**src/simd_pkg.sv**
```systemverilog
/*
  shared constants, types and lane helpers for the packed unsigned lane unit.
  assumes 32-bit register operands and a 4-bit register index space.
*/
package simd_pkg;

  // --------------------------------------------------------------
  // widths and register indices
  // --------------------------------------------------------------
  localparam int WORD_W    = 32;
  localparam int HALF_W    = 16;
  localparam int BYTE_W    = 8;
  localparam int BYTE_LNS  = 4;
  localparam int IDX_W     = 4;
  localparam int FLAG_W    = 4;

  typedef logic [WORD_W-1:0]   word_t;
  typedef logic [HALF_W-1:0]   half_t;
  typedef logic [BYTE_W-1:0]   byte_t;
  typedef logic [IDX_W-1:0]    idx_t;
  typedef logic [FLAG_W-1:0]   flags_t;

  localparam idx_t  STACK_POINTER_IDX   = 4'hD;
  localparam idx_t  PROGRAM_COUNTER_IDX = 4'hF;
  localparam word_t WORD_RST            = 32'h0000_0000;
  localparam idx_t  IDX_RST             = 4'h0;

  // --------------------------------------------------------------
  // operation codes
  // --------------------------------------------------------------
  typedef enum logic [3:0] {
    OP_HALVING_ADD_SUB_SWAP  = 4'h0,
    OP_HALVING_SUB_ADD_SWAP  = 4'h1,
    OP_HALVING_SUB_HALFWORDS = 4'h2,
    OP_HALVING_SUB_BYTES     = 4'h3,
    OP_BYTE_ABS_DIFF_SUM     = 4'h4,
    OP_BYTE_ABS_DIFF_SUM_ACC = 4'h5,
    OP_SUB_HALFWORDS         = 4'h6,
    OP_SUB_BYTES             = 4'h7,
    OP_SELECT_BYTES          = 4'h8
  } op_e;

  // --------------------------------------------------------------
  // lane helpers
  // --------------------------------------------------------------
  function automatic half_t hi_half(input word_t w);
    return w[HALF_W +: HALF_W];
  endfunction

  function automatic half_t lo_half(input word_t w);
    return w[0 +: HALF_W];
  endfunction

  function automatic byte_t byte_of(input word_t w, input int i);
    return w[i*BYTE_W +: BYTE_W];
  endfunction

  // one guard bit keeps the carry before the halving shift
  function automatic half_t halve_add16(input half_t a, input half_t b);
    logic [HALF_W:0] t;
    t = {1'b0, a} + {1'b0, b};
    return t[HALF_W:1];
  endfunction

  // guard bit holds the borrow, so a negative difference halves exactly
  function automatic half_t halve_sub16(input half_t a, input half_t b);
    logic [HALF_W:0] t;
    t = {1'b0, a} - {1'b0, b};
    return t[HALF_W:1];
  endfunction

  function automatic byte_t halve_sub8(input byte_t a, input byte_t b);
    logic [BYTE_W:0] t;
    t = {1'b0, a} - {1'b0, b};
    return t[BYTE_W:1];
  endfunction

  function automatic byte_t abs_diff8(input byte_t a, input byte_t b);
    return (a >= b) ? byte_t'(a - b) : byte_t'(b - a);
  endfunction

  function automatic word_t sel_bytes(input flags_t f, input word_t a, input word_t b);
    word_t r;
    r = WORD_RST;
    for (int i = 0; i < BYTE_LNS; i++) begin
      r[i*BYTE_W +: BYTE_W] = f[i] ? byte_of(a, i) : byte_of(b, i);
    end
    return r;
  endfunction

endpackage

```
**src/abs_diff_sum.sv**
```systemverilog
/*
  combinational byte-wise sum of absolute differences with optional
  accumulation.
  assumes the caller registers the result; the total wraps at 32 bits.
*/
`timescale 1ns/10ps
module abs_diff_sum (
  // operands
  input  wire simd_pkg::word_t a,
  input  wire simd_pkg::word_t b,
  input  wire simd_pkg::word_t acc,
  input  wire logic            acc_en,
  // result
  output simd_pkg::word_t      total
);

  always_comb begin
    total = acc_en ? acc : simd_pkg::WORD_RST;
    for (int i = 0; i < simd_pkg::BYTE_LNS; i++) begin
      total = simd_pkg::word_t'(total +
        simd_pkg::word_t'(simd_pkg::abs_diff8(simd_pkg::byte_of(a, i),
                                              simd_pkg::byte_of(b, i))));
    end
  end

endmodule

```
**src/lane_arith.sv**
```systemverilog
/*
  combinational lane adder/subtractor for the exchange, halving and plain
  lane subtract operations.
  assumes the caller registers the result.
*/
`timescale 1ns/10ps
module lane_arith (
  // operation
  input  wire simd_pkg::op_e  op,
  // operands
  input  wire simd_pkg::word_t a,
  input  wire simd_pkg::word_t b,
  // result
  output simd_pkg::word_t      res
);

  always_comb begin
    res = simd_pkg::WORD_RST;
    case (op)
      simd_pkg::OP_HALVING_ADD_SUB_SWAP: begin
        res = {simd_pkg::halve_add16(simd_pkg::hi_half(a), simd_pkg::lo_half(b)),
               simd_pkg::halve_sub16(simd_pkg::lo_half(a), simd_pkg::hi_half(b))};
      end
      simd_pkg::OP_HALVING_SUB_ADD_SWAP: begin
        res = {simd_pkg::halve_sub16(simd_pkg::hi_half(a), simd_pkg::lo_half(b)),
               simd_pkg::halve_add16(simd_pkg::lo_half(a), simd_pkg::hi_half(b))};
      end
      simd_pkg::OP_HALVING_SUB_HALFWORDS: begin
        res = {simd_pkg::halve_sub16(simd_pkg::hi_half(a), simd_pkg::hi_half(b)),
               simd_pkg::halve_sub16(simd_pkg::lo_half(a), simd_pkg::lo_half(b))};
      end
      simd_pkg::OP_HALVING_SUB_BYTES: begin
        for (int i = 0; i < simd_pkg::BYTE_LNS; i++) begin
          res[i*simd_pkg::BYTE_W +: simd_pkg::BYTE_W] =
            simd_pkg::halve_sub8(simd_pkg::byte_of(a, i), simd_pkg::byte_of(b, i));
        end
      end
      simd_pkg::OP_SUB_HALFWORDS: begin
        res = {simd_pkg::half_t'(simd_pkg::hi_half(a) - simd_pkg::hi_half(b)),
               simd_pkg::half_t'(simd_pkg::lo_half(a) - simd_pkg::lo_half(b))};
      end
      simd_pkg::OP_SUB_BYTES: begin
        for (int i = 0; i < simd_pkg::BYTE_LNS; i++) begin
          res[i*simd_pkg::BYTE_W +: simd_pkg::BYTE_W] =
            simd_pkg::byte_t'(simd_pkg::byte_of(a, i) - simd_pkg::byte_of(b, i));
        end
      end
      default: begin
        res = simd_pkg::WORD_RST;
      end
    endcase
  end

endmodule

```
**src/simd_unsigned_halving_sad_unit.sv**
```systemverilog
/*
  packed unsigned lane execution slice: halving exchange ops, halving and
  plain lane subtracts, byte sum of absolute differences and byte select.
  assumes the decoder presents one operation per cycle with its operands
  already read from the register file; the result returns one cycle later.
*/
// Summary of operation
// - swap add: first hi plus second lo, halved
// - swap add: first lo minus second hi, halved
// - swap sub: first hi minus second lo, halved
// - swap sub: first lo plus second hi, halved
// - halving shifts each lane right one bit
// - exchange ops leave status flags untouched
// - halving halfword subtract, each lane unsigned
// - halving byte subtract, four lanes, shifted
// - subtract, select, sums never write flags
// - select takes each byte from same lane
// - select reads all four compare flags
// - sum of four byte absolute differences
// - accumulating sum adds accumulator register value
// - plain halfword subtract, no halving
// - plain byte subtract, unsigned bytes
// - missing destination means first source register
`timescale 1ns/10ps
module simd_unsigned_halving_sad_unit (
  // clock and reset
  input  wire logic            clk,
  input  wire logic            rst_n,
  // request from the decoder
  input  wire logic            op_valid,
  input  wire simd_pkg::op_e   op_code,
  input  wire simd_pkg::word_t first_source,
  input  wire simd_pkg::word_t second_source,
  input  wire simd_pkg::word_t accumulator_source,
  input  wire simd_pkg::idx_t  first_index,
  input  wire simd_pkg::idx_t  second_index,
  input  wire simd_pkg::idx_t  dest_index,
  input  wire logic            dest_given,
  // program status word
  input  wire simd_pkg::flags_t per_byte_compare_flags,
  // result to the register file
  output simd_pkg::word_t      result_r,
  output simd_pkg::idx_t       result_dest_r,
  output logic                 result_valid_r,
  output logic                 flags_write_r,
  output logic                 reg_fault_r
);

  // --------------------------------------------------------------
  // reset release
  // --------------------------------------------------------------
  logic [1:0] rst_sync_r;
  logic       rst_int_n;

  always_ff @(posedge clk or negedge rst_n) begin
    if (!rst_n) begin
      rst_sync_r <= 2'h0;
    end else begin
      rst_sync_r <= {rst_sync_r[0], 1'b1};
    end
  end

  assign rst_int_n = rst_sync_r[1];

  // --------------------------------------------------------------
  // datapath
  // --------------------------------------------------------------
  simd_pkg::word_t lane_res;
  simd_pkg::word_t sad_res;
  simd_pkg::word_t result_nxt;
  simd_pkg::idx_t  result_dest_nxt;
  logic            taken;
  logic            fault_nxt;

  assign taken = op_valid && rst_int_n;

  lane_arith u_lane_arith (
    .op  (op_code),
    .a   (first_source),
    .b   (second_source),
    .res (lane_res)
  );

  abs_diff_sum u_abs_diff_sum (
    .a      (first_source),
    .b      (second_source),
    .acc    (accumulator_source),
    .acc_en (op_code == simd_pkg::OP_BYTE_ABS_DIFF_SUM_ACC),
    .total  (sad_res)
  );

  always_comb begin
    result_nxt = lane_res;
    case (op_code)
      simd_pkg::OP_BYTE_ABS_DIFF_SUM: begin
        result_nxt = sad_res;
      end
      simd_pkg::OP_BYTE_ABS_DIFF_SUM_ACC: begin
        result_nxt = sad_res;
      end
      simd_pkg::OP_SELECT_BYTES: begin
        result_nxt = simd_pkg::sel_bytes(per_byte_compare_flags,
                                         first_source, second_source);
      end
      default: begin
        result_nxt = lane_res;
      end
    endcase
  end

  // destination falls back to the first source register
  assign result_dest_nxt = dest_given ? dest_index : first_index;

  // a named stack or program counter is reported, not corrected; select is exempt
  always_comb begin
    fault_nxt = 1'b0;
    if (op_code != simd_pkg::OP_SELECT_BYTES) begin
      fault_nxt = (first_index == simd_pkg::STACK_POINTER_IDX) ||
                  (first_index == simd_pkg::PROGRAM_COUNTER_IDX) ||
                  (second_index == simd_pkg::STACK_POINTER_IDX) ||
                  (second_index == simd_pkg::PROGRAM_COUNTER_IDX) ||
                  (result_dest_nxt == simd_pkg::STACK_POINTER_IDX) ||
                  (result_dest_nxt == simd_pkg::PROGRAM_COUNTER_IDX);
    end
  end

  // --------------------------------------------------------------
  // result registers
  // --------------------------------------------------------------
  always_ff @(posedge clk or negedge rst_int_n) begin
    if (!rst_int_n) begin
      result_valid_r <= 1'b0;
    end else begin
      result_valid_r <= op_valid;
    end
  end

  // result holds its last value between operations
  always_ff @(posedge clk or negedge rst_int_n) begin
    if (!rst_int_n) begin
      result_r <= simd_pkg::WORD_RST;
    end else if (op_valid) begin
      result_r <= result_nxt;
    end
  end

  always_ff @(posedge clk or negedge rst_int_n) begin
    if (!rst_int_n) begin
      result_dest_r <= simd_pkg::IDX_RST;
    end else if (op_valid) begin
      result_dest_r <= result_dest_nxt;
    end
  end

  always_ff @(posedge clk or negedge rst_int_n) begin
    if (!rst_int_n) begin
      reg_fault_r <= 1'b0;
    end else begin
      reg_fault_r <= op_valid && fault_nxt;
    end
  end

  // no operation of this slice ever updates the status flags
  always_ff @(posedge clk or negedge rst_int_n) begin
    if (!rst_int_n) begin
      flags_write_r <= 1'b0;
    end else begin
      flags_write_r <= 1'b0;
    end
  end
endmodule

```
**config.mk**
```make
export PLATFORM = sky130hd
export DESIGN_NAME = simd_unsigned_halving_sad_unit
export DESIGN_NICKNAME = d
export VERILOG_FILES = /design/src/simd_pkg.sv /design/src/abs_diff_sum.sv /design/src/lane_arith.sv /design/src/simd_unsigned_halving_sad_unit.sv
export SDC_FILE = /design/constraint.sdc
export NUM_CORES = 1
export LEC_CHECK = 0
export ABC_CLOCK_PERIOD_IN_PS = 2500
export BUFFER_PORTS_ARGS = -buffer_cell sky130_fd_sc_hd__buf_2
export CAP_MARGIN = 20
export CORE_MARGIN = 3
export CORE_UTILIZATION = 40
export DETAILED_ROUTE_END_ITERATION = 10
export PLACE_DENSITY = 0.63
export SLEW_MARGIN = 20
export SYNTH_ARGS = -nofsm -noshare
export SYNTH_HDL_FRONTEND = slang
export SYNTH_SLANG_ARGS = --single-unit
```
**constraint.sdc**
```tcl
create_clock -name clk -period 2.5 [get_ports clk]
set_input_delay 0.25 -clock clk [delete_from_list [all_inputs] [get_ports clk]]
set_output_delay 0.25 -clock clk [all_outputs]
set_load 0.1 [all_outputs]
```
---- After elaboration in Yosys (flattened, before gate mapping) ----
Cells that the tools add are included.
cells by class
  eq/ne operators ......................... 15
  mux-type cells .......................... 13
  add/sub/neg operators ................... 24
  reductions and logical operators ........ 8
  $lt $le $gt $ge ......................... 4
operator list
  cell                                                 number
  one-hot mux 32 bit (6 select lines)                  1
  adder 32 x 8 -> 32 bit                               4
  subtractor 16 x 16 -> 17 bit                         4
  2-to-1 mux 8 bit                                     8
  one-hot mux 32 bit (2 select lines)                  1
  subtractor 8 bit                                     8
  subtractor 8 x 8 -> 9 bit                            4
  adder 16 x 16 -> 17 bit                              2
  >= comparator 8 bit                                  4
  2-to-1 mux 32 bit                                    1
  subtractor 16 bit                                    2
  equality test 4 bit, second input constant           7
  equality test 4 x 3 -> 1 bit, second input constant  4
  equality test 4 x 2 -> 1 bit, second input constant  2
  logical OR 1 bit                                     5
  equality test 4 x 1 -> 1 bit, second input constant  1
  zero test 4 bit                                      1
  2-to-1 mux 4 bit                                     1
  != test 4 bit, second input constant                 1
  OR reduction 2 bit                                   1
  logical AND 1 bit                                    1
  2-to-1 mux 1 bit                                     1
word-level totals
  register bits ........................... 40
  word-level logic and storage cells ...... 69
  input port bits ......................... 120

---- Depth between registers and ports, before layout ----
Gate-level depths: netlist of the first run.
  depth in word-level cells ............... 8
  depth in mapped cells ................... 28
  mapped depth without buffers ............ 27

---- Modules after synthesis ----
A second synthesis of the first run with hierarchy kept.
second synthesis, totals
  cells, all modules ...................... 1,520
  area total of the unflattened synthesis .. 11,777.5 um2
modules (own cells, without submodules)
  module                          area an instance (um2)  instances  cells each
  lane_arith                      5,073.6                 1          755
  abs_diff_sum                    4,261.6                 1          539
  simd_unsigned_halving_sad_unit  2,442.3                 1          226

---- Worst setup path after synthesis of the first run ----
Ideal clock, no wire load.
  kind .................................... in2reg
  from .................................... input first_source[16]
  to ...................................... register result_r[13]
  arrival time ............................ 6.281 ns
  data required time ...................... 2.369 ns
  stages on the path ...................... 26
  setup time .............................. 0.131 ns
  path slack .............................. -3.913 ns
  buffers on the path ..................... 1
  cells stage by stage .................... inv_1 -> ha_1 -> inv_1 -> fa_1 -> a211oi_1 -> o21a_1 -> nor2_1 -> a21o_1 -> a41o_1 -> clkbuf_1 -> mux2_2 -> fa_1 -> inv_1 -> fa_1 -> fa_1 -> inv_1 -> ha_1 -> fa_1 -> a211oi_1 -> o21a_1 -> o21bai_1 -> o31ai_2 -> nor2_1 -> xor2_1 -> a211oi_1 -> a31oi_1
between the ends
  cells in the longest elaborated chain, start to end .. 5
RTL lines
  what                                                            line                                   source
  start: declaration                                              simd_unsigned_halving_sad_unit.sv:32   input wire simd_pkg::word_t first_source,
  subtractor 8 bit / >= comparator 8 bit (equally long branches)  simd_pkg.sv:79                         return (a >= b) ? byte_t'(a - b) : byte_t'(b - a);
  2-to-1 mux 8 bit *                                              simd_pkg.sv:79
  adder 32 x 8 -> 32 bit * (2 in a row)                           abs_diff_sum.sv:20                     total = simd_pkg::word_t'(total +
  one-hot mux 32 bit (2 select lines) *                           simd_unsigned_halving_sad_unit.sv:94   case (op_code)
  end signal: assignment                                          simd_unsigned_halving_sad_unit.sv:141  result_r <= simd_pkg::WORD_RST;
  end signal: assignment                                          simd_unsigned_halving_sad_unit.sv:143  result_r <= result_nxt;
  end: declaration                                                simd_unsigned_halving_sad_unit.sv:42   output simd_pkg::word_t result_r,
Every way passes the cells marked *; elsewhere a longest branch is shown, timed or not.
A chain may end at the register's enable or synchronous reset.

---- Final worst setup path of the first run ----
  from .................................... input first_source[16]
  to ...................................... register result_r[25]
between the ends
  cells in the longest elaborated chain, start to end .. 5
RTL lines
  what                                                            line
  subtractor 8 bit / >= comparator 8 bit (equally long branches)  simd_pkg.sv:79
  2-to-1 mux 8 bit                                                simd_pkg.sv:79
  adder 32 x 8 -> 32 bit (2 in a row)                             abs_diff_sum.sv:20
  one-hot mux 32 bit (2 select lines) *                           simd_unsigned_halving_sad_unit.sv:94
Marked as above.

==> metrics, run 1 <==
I/O Buffers 156; Synth warnings 0; most common cell after layout, fill and taps aside buf_4; number of global-route vias before repair 13660; synth unique cells 84; Reg2Reg Depth 4; Pwr Density 813.8 nW/um2; CTS Sinks 40; Hold EP reg_fault_r$_DFF_PN0_; fin util 0.6287; initial core utilization 0.4133; Ports 159; Final Slew Violations 0; commonest cells after routing, fill and taps aside 495 x buf_4, 154 x buf_2, 147 x nor2_1; failing checks negative setup slack; worst-skew pair later-pin latency 0.29 ns; ys flop type dfrtp_1; CP max FO 6; initial DRC count 1280; FFs w/ async S/R, synth 1.000; first-pass GRT wire length 75.47 mm; largest area contributor in the netlist ha_1; Synth area leaders ha_1 12%, dfrtp_1 9.2%, fa_1 6.0%; syn_nets 1822; first-pass iteration count of the detailed router 5; min-delay worst type input pin to flip-flop; crit path capture type flip-flop; overall routed net length 51.17 mm; crit start category input pin; Total Die Area 29320 um2; Synth Area per Inst 7.001 um2; Max stage delay on crit path 0.54 ns; CP Class input pin to flip-flop; min Tclk post-route 5.685 ns; pre-CTS setup slack -3.714 ns; RSZ-0062 raised after global routing true; Chip Width 171.2 um; Reg clk slew, reported paths 0.07 ns; sequential share of the synthesized area 0.09165; Post-Syn Instances 1560; Final Net Count 2397; R2R Path End result_r[31]$_DFFE_PN0P_; Final ANT Viol Nets 0; Fin. Hold Viols 0; Worst R2R Start result_r[31]$_DFFE_PN0P_; number of synthesized flops with an enable pin 0; cts bufs inserted 5; initial antenna violation count 2; GRT overflow 0; Final period util 2.274; maximum number of pins on one net before global-route repair 50; CORE AREA 26430 um2; Die Span Y 171.2 um; Avg WL per Cell 20.71 um; Peak Freq 175.9 MHz; P_leak 0.008156 uW; Worst R2R Setup Slack 1.29 ns; critical path's slowest cell fa_1; Seq. cell area 1002 um2; overall routing resource usage 0.3324; P&R area growth vs syn 52.14%; Most common cell on crit path fa_1; Via Count 14400; Mapped Area 10920 um2; Ant. Diodes 0; Slew HR 0.4021; Longest Clk Path Bufs 2; Max-Cap Viols 0; row cnt 59; Placer Congestion 1.030; Min-Delay Path Depth 3; footprint of the multi-input gates 9696 um2; TritonCTS clock tree yes; share of cells above drive strength 1 0.3820; root buffer cell clkbuf_16; WP data arrival 5.86 ns; Critical Path RT 2.68 ns; Layout fillers 2361; outcome finished, violations left; post-synth top area share 0.1249; Worst IR Drop VDD 1.081 mV; count of state elements after synthesis 40; Final WS setup -3.185 ns; setup violators final 31; Vias/cell 5.826; DRC violations left 0; Slew @ Worst Pin 0.8969 ns; post-detail-place hpwl 41.77 mm; Fin Clk Skew 0.008936 ns; Min-Delay Startpoint second_index[0]; H-tree depth 2
[area by class of cell]
class | count | share of cell area
Sequential cell | 40 | 0.06032
Clock buffer | 6 | 0.007756
Inverter | 135 | 0.03140
Clock inverter | 2 | 0.003614
Multi-Input combinational cell | 1281 | 0.5835
Tap cell | 335 | 0.02523
Timing Repair Buffer | 672 | 0.2882
[metrics by stage]
stage / total power, uW / area, um2 / TNS [ns] / std cells / hold slack [ns]
6_report: 13520 / 16620 / -88.95 / 2471 / 0.2403
5_1_grt: 14270 / 16620 / -94.82 / 2471 / 0.2670
4_1_cts: 11650 / 16160 / -87.20 / 2453 / 0.2404
3_5_place_dp: 9180 / 15490 / -105.67 / 2425 / 0.03617
3_3_place_gp: 9076 / 15490 / -101.27 / 2425 / 0.03439
2_1_floorplan: 5991 / 11050 / -87.71 / 1560 / -0.04559
[registers in the layout, summed over array words and instances (netlist names)]
signal	count
result_r	32
result_dest_r	4
result_valid_r	1
reg_fault_r	1
rst_sync_r	2
[timing repair]
| action | in CTS | in global routing |
|---|---|---|
| pin swaps | 69 | 77 |
| hold buffers | 1 | 0 |
| endpoints found under the hold margin | 2 | 0 |
| setup endpoints to repair | 31 | 31 |
| resized for setup | 70 | 73 |
| buffers inserted | 20 | 22 |
[metal layers]
layer | GRT usage | vias up | part of all wire
met1 | 0.4657 | 6756 | 0.43
met5 | 0 | - | 0.00053
met3 | 0.06091 | 143 | 0.097
met4 | 0.1214 | 4 | 0.039
met2 | 0.5114 | 732 | 0.43
li1 | - | 6761 | -
[cell families (layout without fill, tap and decap cells)]
kind of cell	Yosys count	after routing	share of synthesized area
muxes	59	59	0.05465
DFF	40	40	0.09165
adders and majority gates	142	142	0.1854
and+or+nand+nor	494	494	0.2147
xor gates and xnor gates	84	84	0.06736
buffers and inverters	239	815	0.08340
AOI/OAI and AO/OA	500	500	0.3022
other	2	2	0.0006876
[worst max path at each step]
stage	endpoint	startpoint	cells after the start
after floorplan	result_r[13]$_DFFE_PN0P_	first_source[16]	26
after global placement	result_r[31]$_DFFE_PN0P_	first_source[16]	28
after detailed placement	result_r[28]$_DFFE_PN0P_	first_source[16]	26
after CTS	result_r[25]$_DFFE_PN0P_	first_source[16]	27
after global routing	result_r[25]$_DFFE_PN0P_	first_source[16]	27
final	result_r[25]$_DFFE_PN0P_	first_source[16]	27
[where the power goes]
group,total (uW),internal [uW],switching [uW]
clock,848,573,275
sequential,852,763,88.6
combinational,11800,5500,6320
total,13500,6840,6690
[cell usage after synthesis (22+ instances only)]
cell type  instances
a211oi_1          22
a21o_1            31
a21oi_1          114
a31oi_1           54
clkbuf_1          87
dfrtp_1           40
fa_1              33
ha_1             109
inv_1            135
mux2i_1           54
nand2_1          133
nand3_1           28
nor2_1           155
nor3_1            60
o21ai_0          108
o221ai_1          26
xnor2_1           49
xor2_1            35
[worst max-delay path, delay by kind of cell]
family	cells	cell delay, ns
adders and majority gates	7	2.50
AOI/OAI and AO/OA	10	2.07
buffers and inverters	6	0.45
muxes	1	0.31
xor gates and xnor gates	1	0.19
and+or+nand+nor	2	0.09
Power figures use the tool's default switching activity.
==> run 2, diff against run 1 <==
--- a/config.mk
+++ b/config.mk
@@ -11,7 +11,7 @@
 export CORE_MARGIN = 3
 export CORE_UTILIZATION = 40
 export DETAILED_ROUTE_END_ITERATION = 10
-export PLACE_DENSITY = 0.63
+export PLACE_DENSITY_LB_ADDON = 0.05
 export SLEW_MARGIN = 20
 export SYNTH_ARGS = -nofsm -noshare
 export SYNTH_HDL_FRONTEND = slang
==> metrics, run 2 (synthesis results as in run 1) <==
outcome finished, violations left; failing checks negative setup slack; worst-skew pair later-pin latency 0.30 ns; Peak Freq 176.4 MHz; GRT overflow 0; Ports 159; P_leak 0.008083 uW; CP Class input pin to flip-flop; Via Count 14140; Critical Path RT 2.67 ns; top flop regs result_r: 32 flops, result_dest_r: 4 flops, rst_sync_r: 2 flops; post-route cell area 16590 um2; initial DRC count 1281; DRC violations left 0; Chip Width 171.2 um; overall routing resource usage 0.3478; Slew @ Worst Pin 0.9903 ns; Min-Delay Startpoint second_index[0]; Final WS setup -3.170 ns; Worst IR Drop VDD 1.278 mV; Avg WL per Cell 21.24 um; overall routed net length 52.49 mm; commonest cells after routing, fill and taps aside 491 x buf_4, 155 x buf_2, 144 x nor2_1; number of global-route vias before repair 13400; first-pass GRT wire length 78.36 mm; RSZ-0062 raised after global routing true; Placer Congestion 1.002; Placed Cells 2437; Max-Cap Viols 0; pre-CTS setup slack -3.793 ns; root buffer cell clkbuf_16; fin util 0.6277; Total Die Area 29320 um2; Layout fillers 2496; WP data arrival 5.84 ns; cts bufs inserted 5; min Tclk post-route 5.670 ns; min-delay worst type input pin to flip-flop; I/O Buffers 156; Largest register FFs 32; first-pass iteration count of the detailed router 5; Fin Clk Skew 0.005299 ns; Min-Delay Path Depth 3; initial antenna violation count 0; row cnt 59; Worst R2R Setup Slack 1.34 ns; Slew HR 0.3398; CTS Sinks 40; crit start category input pin; Hold EP reg_fault_r$_DFF_PN0_; R2R Path End result_r[31]$_DFFE_PN0P_; Ant. Diodes 0; TritonCTS clock tree yes; Vias/cell 5.722; P&R area growth vs syn 51.88%; share of cells above drive strength 1 0.3811; Worst R2R Start result_r[31]$_DFFE_PN0P_; maximum number of pins on one net before global-route repair 44; post-detail-place hpwl 43.92 mm; setup violators final 31; Reg2Reg Depth 4; Final period util 2.268; Finished Layout Cells 2471; area post-placement 15590 um2; Reg clk slew, reported paths 0.07 ns; most flop-heavy register result_r; Longest Clk Path Bufs 2; H-tree depth 2; Final Slew Violations 0; Pwr Density 806.5 nW/um2; Die Span Y 171.2 um; Final Net Count 2397; CP max FO 6; initial core utilization 0.4133; Design Power 13380 uW; most common cell after layout, fill and taps aside buf_4; Fin. Hold Viols 0; crit path capture type flip-flop; Final ANT Viol Nets 0; CORE AREA 26430 um2
==> run 2: changes by cell type in the layout (fill, tap and decap cells not counted), moves of 3 or more <==
| cell | previous run | this run |
|---|---|---|
| a211oi_2 | 5 | 2 |
| a21oi_1 | 105 | 100 |
| a21oi_2 | 8 | 14 |
| buf_12 | 5 | 8 |
| buf_4 | 495 | 491 |
| nor2_1 | 147 | 144 |
| o21ai_0 | 94 | 97 |
| o21ai_1 | 7 | 4 |
| xnor2_2 | 7 | 3 |
==> run 2: how the worst max path moves through the flow <==
stage / slack [ns] / startpoint / cells after the start / to
after floorplan: -3.17 / first_source[16] / 26 / result_r[13]$_DFFE_PN0P_
after global placement: -3.59 / first_source[16] / 27 / result_r[13]$_DFFE_PN0P_
after detailed placement: -3.79 / first_source[16] / 27 / result_r[25]$_DFFE_PN0P_
after CTS: -3.19 / first_source[16] / 27 / result_r[13]$_DFFE_PN0P_
after global routing: -3.37 / first_source[16] / 30 / result_r[27]$_DFFE_PN0P_
final: -3.17 / second_source[2] / 27 / result_r[31]$_DFFE_PN0P_
==> run 2: power breakdown <==
| group | internal, uW | leakage, uW | switching [uW] |
|---|---|---|---|
| combinational | 5570 | 0.00754 | 6280 |
| sequential | 763 | 0.000473 | 81.3 |
| clock | 370 | 0.0000736 | 315 |
| total | 6700 | 0.00808 | 6680 |
==> run 2: layout make-up <==
cell class | count | area [um2] | share of cell area
clock buffer | 5 | 125.1 | 0.007543
timing repair buffer | 672 | 4827 | 0.2910
inverter | 135 | 519.2 | 0.03130
clock inverter | 3 | 18.77 | 0.001131
sequential | 40 | 1002 | 0.06042
tap | 335 | 419.2 | 0.02527
multi-input combinational | 1281 | 9677 | 0.5833
==> run 2: repair_timing <==
item	in CTS	in global routing
gates resized for setup	89	52
endpoints found under the hold margin	2	0
pin swaps	93	46
endpoints found under the setup margin	31	31
hold buffers	1	0
setup buffers	19	13
==> run 2: per-layer routing <==
metal  GRT usage  vias to the layer above  routed length (um)
li1            -                     6755                   -
met1      0.5224                     6758               24440
met2      0.5468                      562               22930
met3     0.03631                       63                4210
met4     0.05878                        0                 901
met5           0                        -                   0
==> run 2: critical path, cell delays in order <==
cell,delay [ns]
buf_2,0.16
ha_1,0.30
nand2_1,0.09
o21bai_1,0.16
a21bo_2,0.22
a21o_1,0.19
a21boi_2,0.18
o21ai_2,0.08
nand2_2,0.10
mux2_2,0.36
fa_1,0.54
inv_1,0.05
fa_1,0.46
fa_1,0.53
inv_2,0.05
ha_4,0.15
fa_2,0.40
a211oi_4,0.24
o21a_1,0.23
o21bai_4,0.10
o31ai_4,0.25
buf_12,0.17
buf_4,0.11
nor2b_2,0.04
mux2i_1,0.13
a211oi_1,0.18
o211ai_1,0.10
==> run 2: metrics by stage <==
step / hold WS [ns] / setup TNS [ns]
floorplan: -0.04559 / -87.71
global placement: 0.03446 / -102.36
detailed placement: 0.03969 / -106.67
CTS: 0.2169 / -87.45
global route: 0.2434 / -94.94
finish: 0.2176 / -89.12
==> run 3, diff against run 2 <==
--- a/config.mk
+++ b/config.mk
@@ -5,6 +5,7 @@
 export SDC_FILE = /design/constraint.sdc
 export NUM_CORES = 1
 export LEC_CHECK = 0
+export ABC_AREA = 1
 export ABC_CLOCK_PERIOD_IN_PS = 2500
 export BUFFER_PORTS_ARGS = -buffer_cell sky130_fd_sc_hd__buf_2
 export CAP_MARGIN = 20
==> metrics, run 3 <==
initial core utilization 0.4136; Worst R2R Setup Slack 1.52 ns; WP data arrival 5.01 ns; FFs w/ async S/R, synth 1.000; I/O Buffers 156; Total Die Area 29430 um2; Longest Clk Path Bufs 2; min Tclk post-route 4.820 ns; Avg WL per Cell 19.82 um; CORE AREA 26500 um2; crit path from first_source[3]; synth unique cells 49; Max stage delay on crit path 0.56 ns; Most common cell on crit path fa_1; DRC violations left 0; Final WS setup -2.320 ns; Fin. Hold Viols 0; worst hold slack 0.2330 ns; outcome finished, violations left; most common cell after layout, fill and taps aside buf_4; min-delay worst type input pin to flip-flop; GRT overflow 0; CP Class input pin to flip-flop; Placed Cells 2877; P&R area growth vs syn 67.86%; Reg2Reg Depth 0; first-pass GRT wire length 85.06 mm; number of buffer and inverter stages on the critical path 7; WP depth 27; Worst IR Drop VDD 0.7754 mV; Seq. cell area 1002 um2; Slew @ Worst Pin 0.9077 ns; Pwr Density 705.0 nW/um2; syn_nets 2145; CP top delay family adder cells; ys flop type dfrtp_1; commonest cells after routing, fill and taps aside 572 x buf_4, 370 x nand2_1, 230 x inv_1; initial antenna violation count 0; crit path capture type flip-flop; most flop-heavy register result_r; largest area contributor in the netlist nand2_1; sequential share of the synthesized area 0.09131; Final ANT Viol Nets 0; footprint of the multi-input gates 10180 um2; Reg clk slew, reported paths 0.06 ns; Ports 159; top cells by count, synth 421 x nand2_1, 274 x inv_1, 222 x nor2_1, 171 x nand3_1, 133 x o21ai_0; Die Span Y 171.5 um; Design Power 12970 uW; Vias/cell 5.477; Max-Cap Viols 0; Post-Syn Instances 1883; top flop regs result_r: 32 flops, result_dest_r: 4 flops, rst_sync_r: 2 flops; number of synthesized flops with an enable pin 0; Peak Freq 207.5 MHz; initial DRC count 1374; Ant. Diodes 0; Worst R2R Start rst_sync_r[1]$_DFF_PN0_; most numerous cell in the Yosys netlist nand2_1; Final Net Count 2851; P_leak 0.009558 uW; post-route cell area 18400 um2; setup_tns -66.38 ns; Synth Area per Inst 5.821 um2; setup violators final 31; failing checks negative setup slack; Chip Width 171.5 um; CTS Sinks 40; Finished Layout Cells 2925; area post-placement 16560 um2; overall routed net length 57.97 mm; RSZ-0062 raised after global routing true; Mapped Area 10960 um2; Fin Clk Skew 0.006531 ns; Final Slew Violations 0; post-detail-place hpwl 47.64 mm; row cnt 59; crit start category input pin; first-pass iteration count of the detailed router 6; worst-skew pair later-pin latency 0.30 ns; H-tree depth 2; Placer Congestion 1.066; count of state elements after synthesis 40; maximum number of pins on one net before global-route repair 51; share of cells above drive strength 1 0.4073; critical path's slowest cell fa_1; cts bufs inserted 5; number of global-route vias before repair 15440; Layout fillers 2332; root buffer cell clkbuf_16; crit path capture result_r[27]$_DFFE_PN0P_; overall routing resource usage 0.3771; Final period util 1.928; Largest register FFs 32; CP max FO 5; R2R Path End result_r[30]$_DFFE_PN0P_; post-synth top area share 0.1442; Critical Path RT 2.69 ns; Slew HR 0.3884; Synth area leaders nand2_1 14%, ha_1 12%, inv_1 9.4%; Synth warnings 0; TritonCTS clock tree yes; Via Count 16020
-- run 3: cell count changes after synthesis, sizes merged, moves of 21 or more --
cell	delta
mux2i	-52
nor3	-32
clkbuf	-47
o21ai	+27
inv	+144
xnor2	-39
nor2	+73
nand3	+143
nand2	+289
a211oi	-21
a31oi	-32
-- run 3: how the worst min path moves through the flow --
stage	startpoint	to	slack, ns	cells after the start
finish	second_index[0]	reg_fault_r$_DFF_PN0_	0.23	3
global route	second_index[0]	reg_fault_r$_DFF_PN0_	0.24	3
CTS	second_index[0]	reg_fault_r$_DFF_PN0_	0.23	3
detailed placement	rst_n	rst_sync_r[0]$_DFF_PN0_	0.04	1
global placement	rst_n	rst_sync_r[0]$_DFF_PN0_	0.03	1
floorplan	rst_n	rst_sync_r[0]$_DFF_PN0_	-0.05	0
-- run 3: per-stage QoR --
step,utilization,worst slack [ns]
3_3_place_gp,0.6250,-2.653
3_5_place_dp,0.6250,-2.758
4_1_cts,0.6734,-2.221
5_1_grt,0.6943,-2.510
2_1_floorplan,-,-2.005
6_report,0.6943,-2.320
-- run 3: cells by family after synthesis --
kind of cell,synth area share
AOI/OAI and AO/OA,0.2057
xor gates and xnor gates,0.03915
adders and majority gates,0.1847
buffers and inverters,0.1186
DFF,0.09131
muxes,0.001826
other,0.0006851
and+or+nand+nor,0.3581
-- run 3: cell type report --
class	instances	area share
timing repair buffer	751	0.2992
tap	335	0.02278
multi-input combinational	1506	0.5532
clock inverter	2	0.001904
clock buffer	6	0.007004
inverter	285	0.06140
sequential	40	0.05447
-- run 3: per-layer routing --
layer | vias up | track usage | wire length, um
li1 | 7626 | - | -
met1 | 7481 | 0.4746 | 23510
met2 | 716 | 0.6258 | 26370
met3 | 197 | 0.04872 | 3751
met4 | 0 | 0.2075 | 4339
met5 | - | 0 | 0
-- run 3: power by group --
part | switching (uW) | internal (uW)
Sequential | 88.3 | 761
Clock | 295 | 471
Combinational | 6320 | 5040
Total | 6700 | 6270
-- run 3: repair_timing --
item | 4_1_cts | 5_1_grt
setup endpoints to repair | 31 | 32
setup buffers | 22 | 19
hold endpoints to repair | 2 | 0
gates cloned | 1 | 0
hold buffers | 1 | 0
pin swaps | 86 | 61
gates resized for setup | 223 | 99
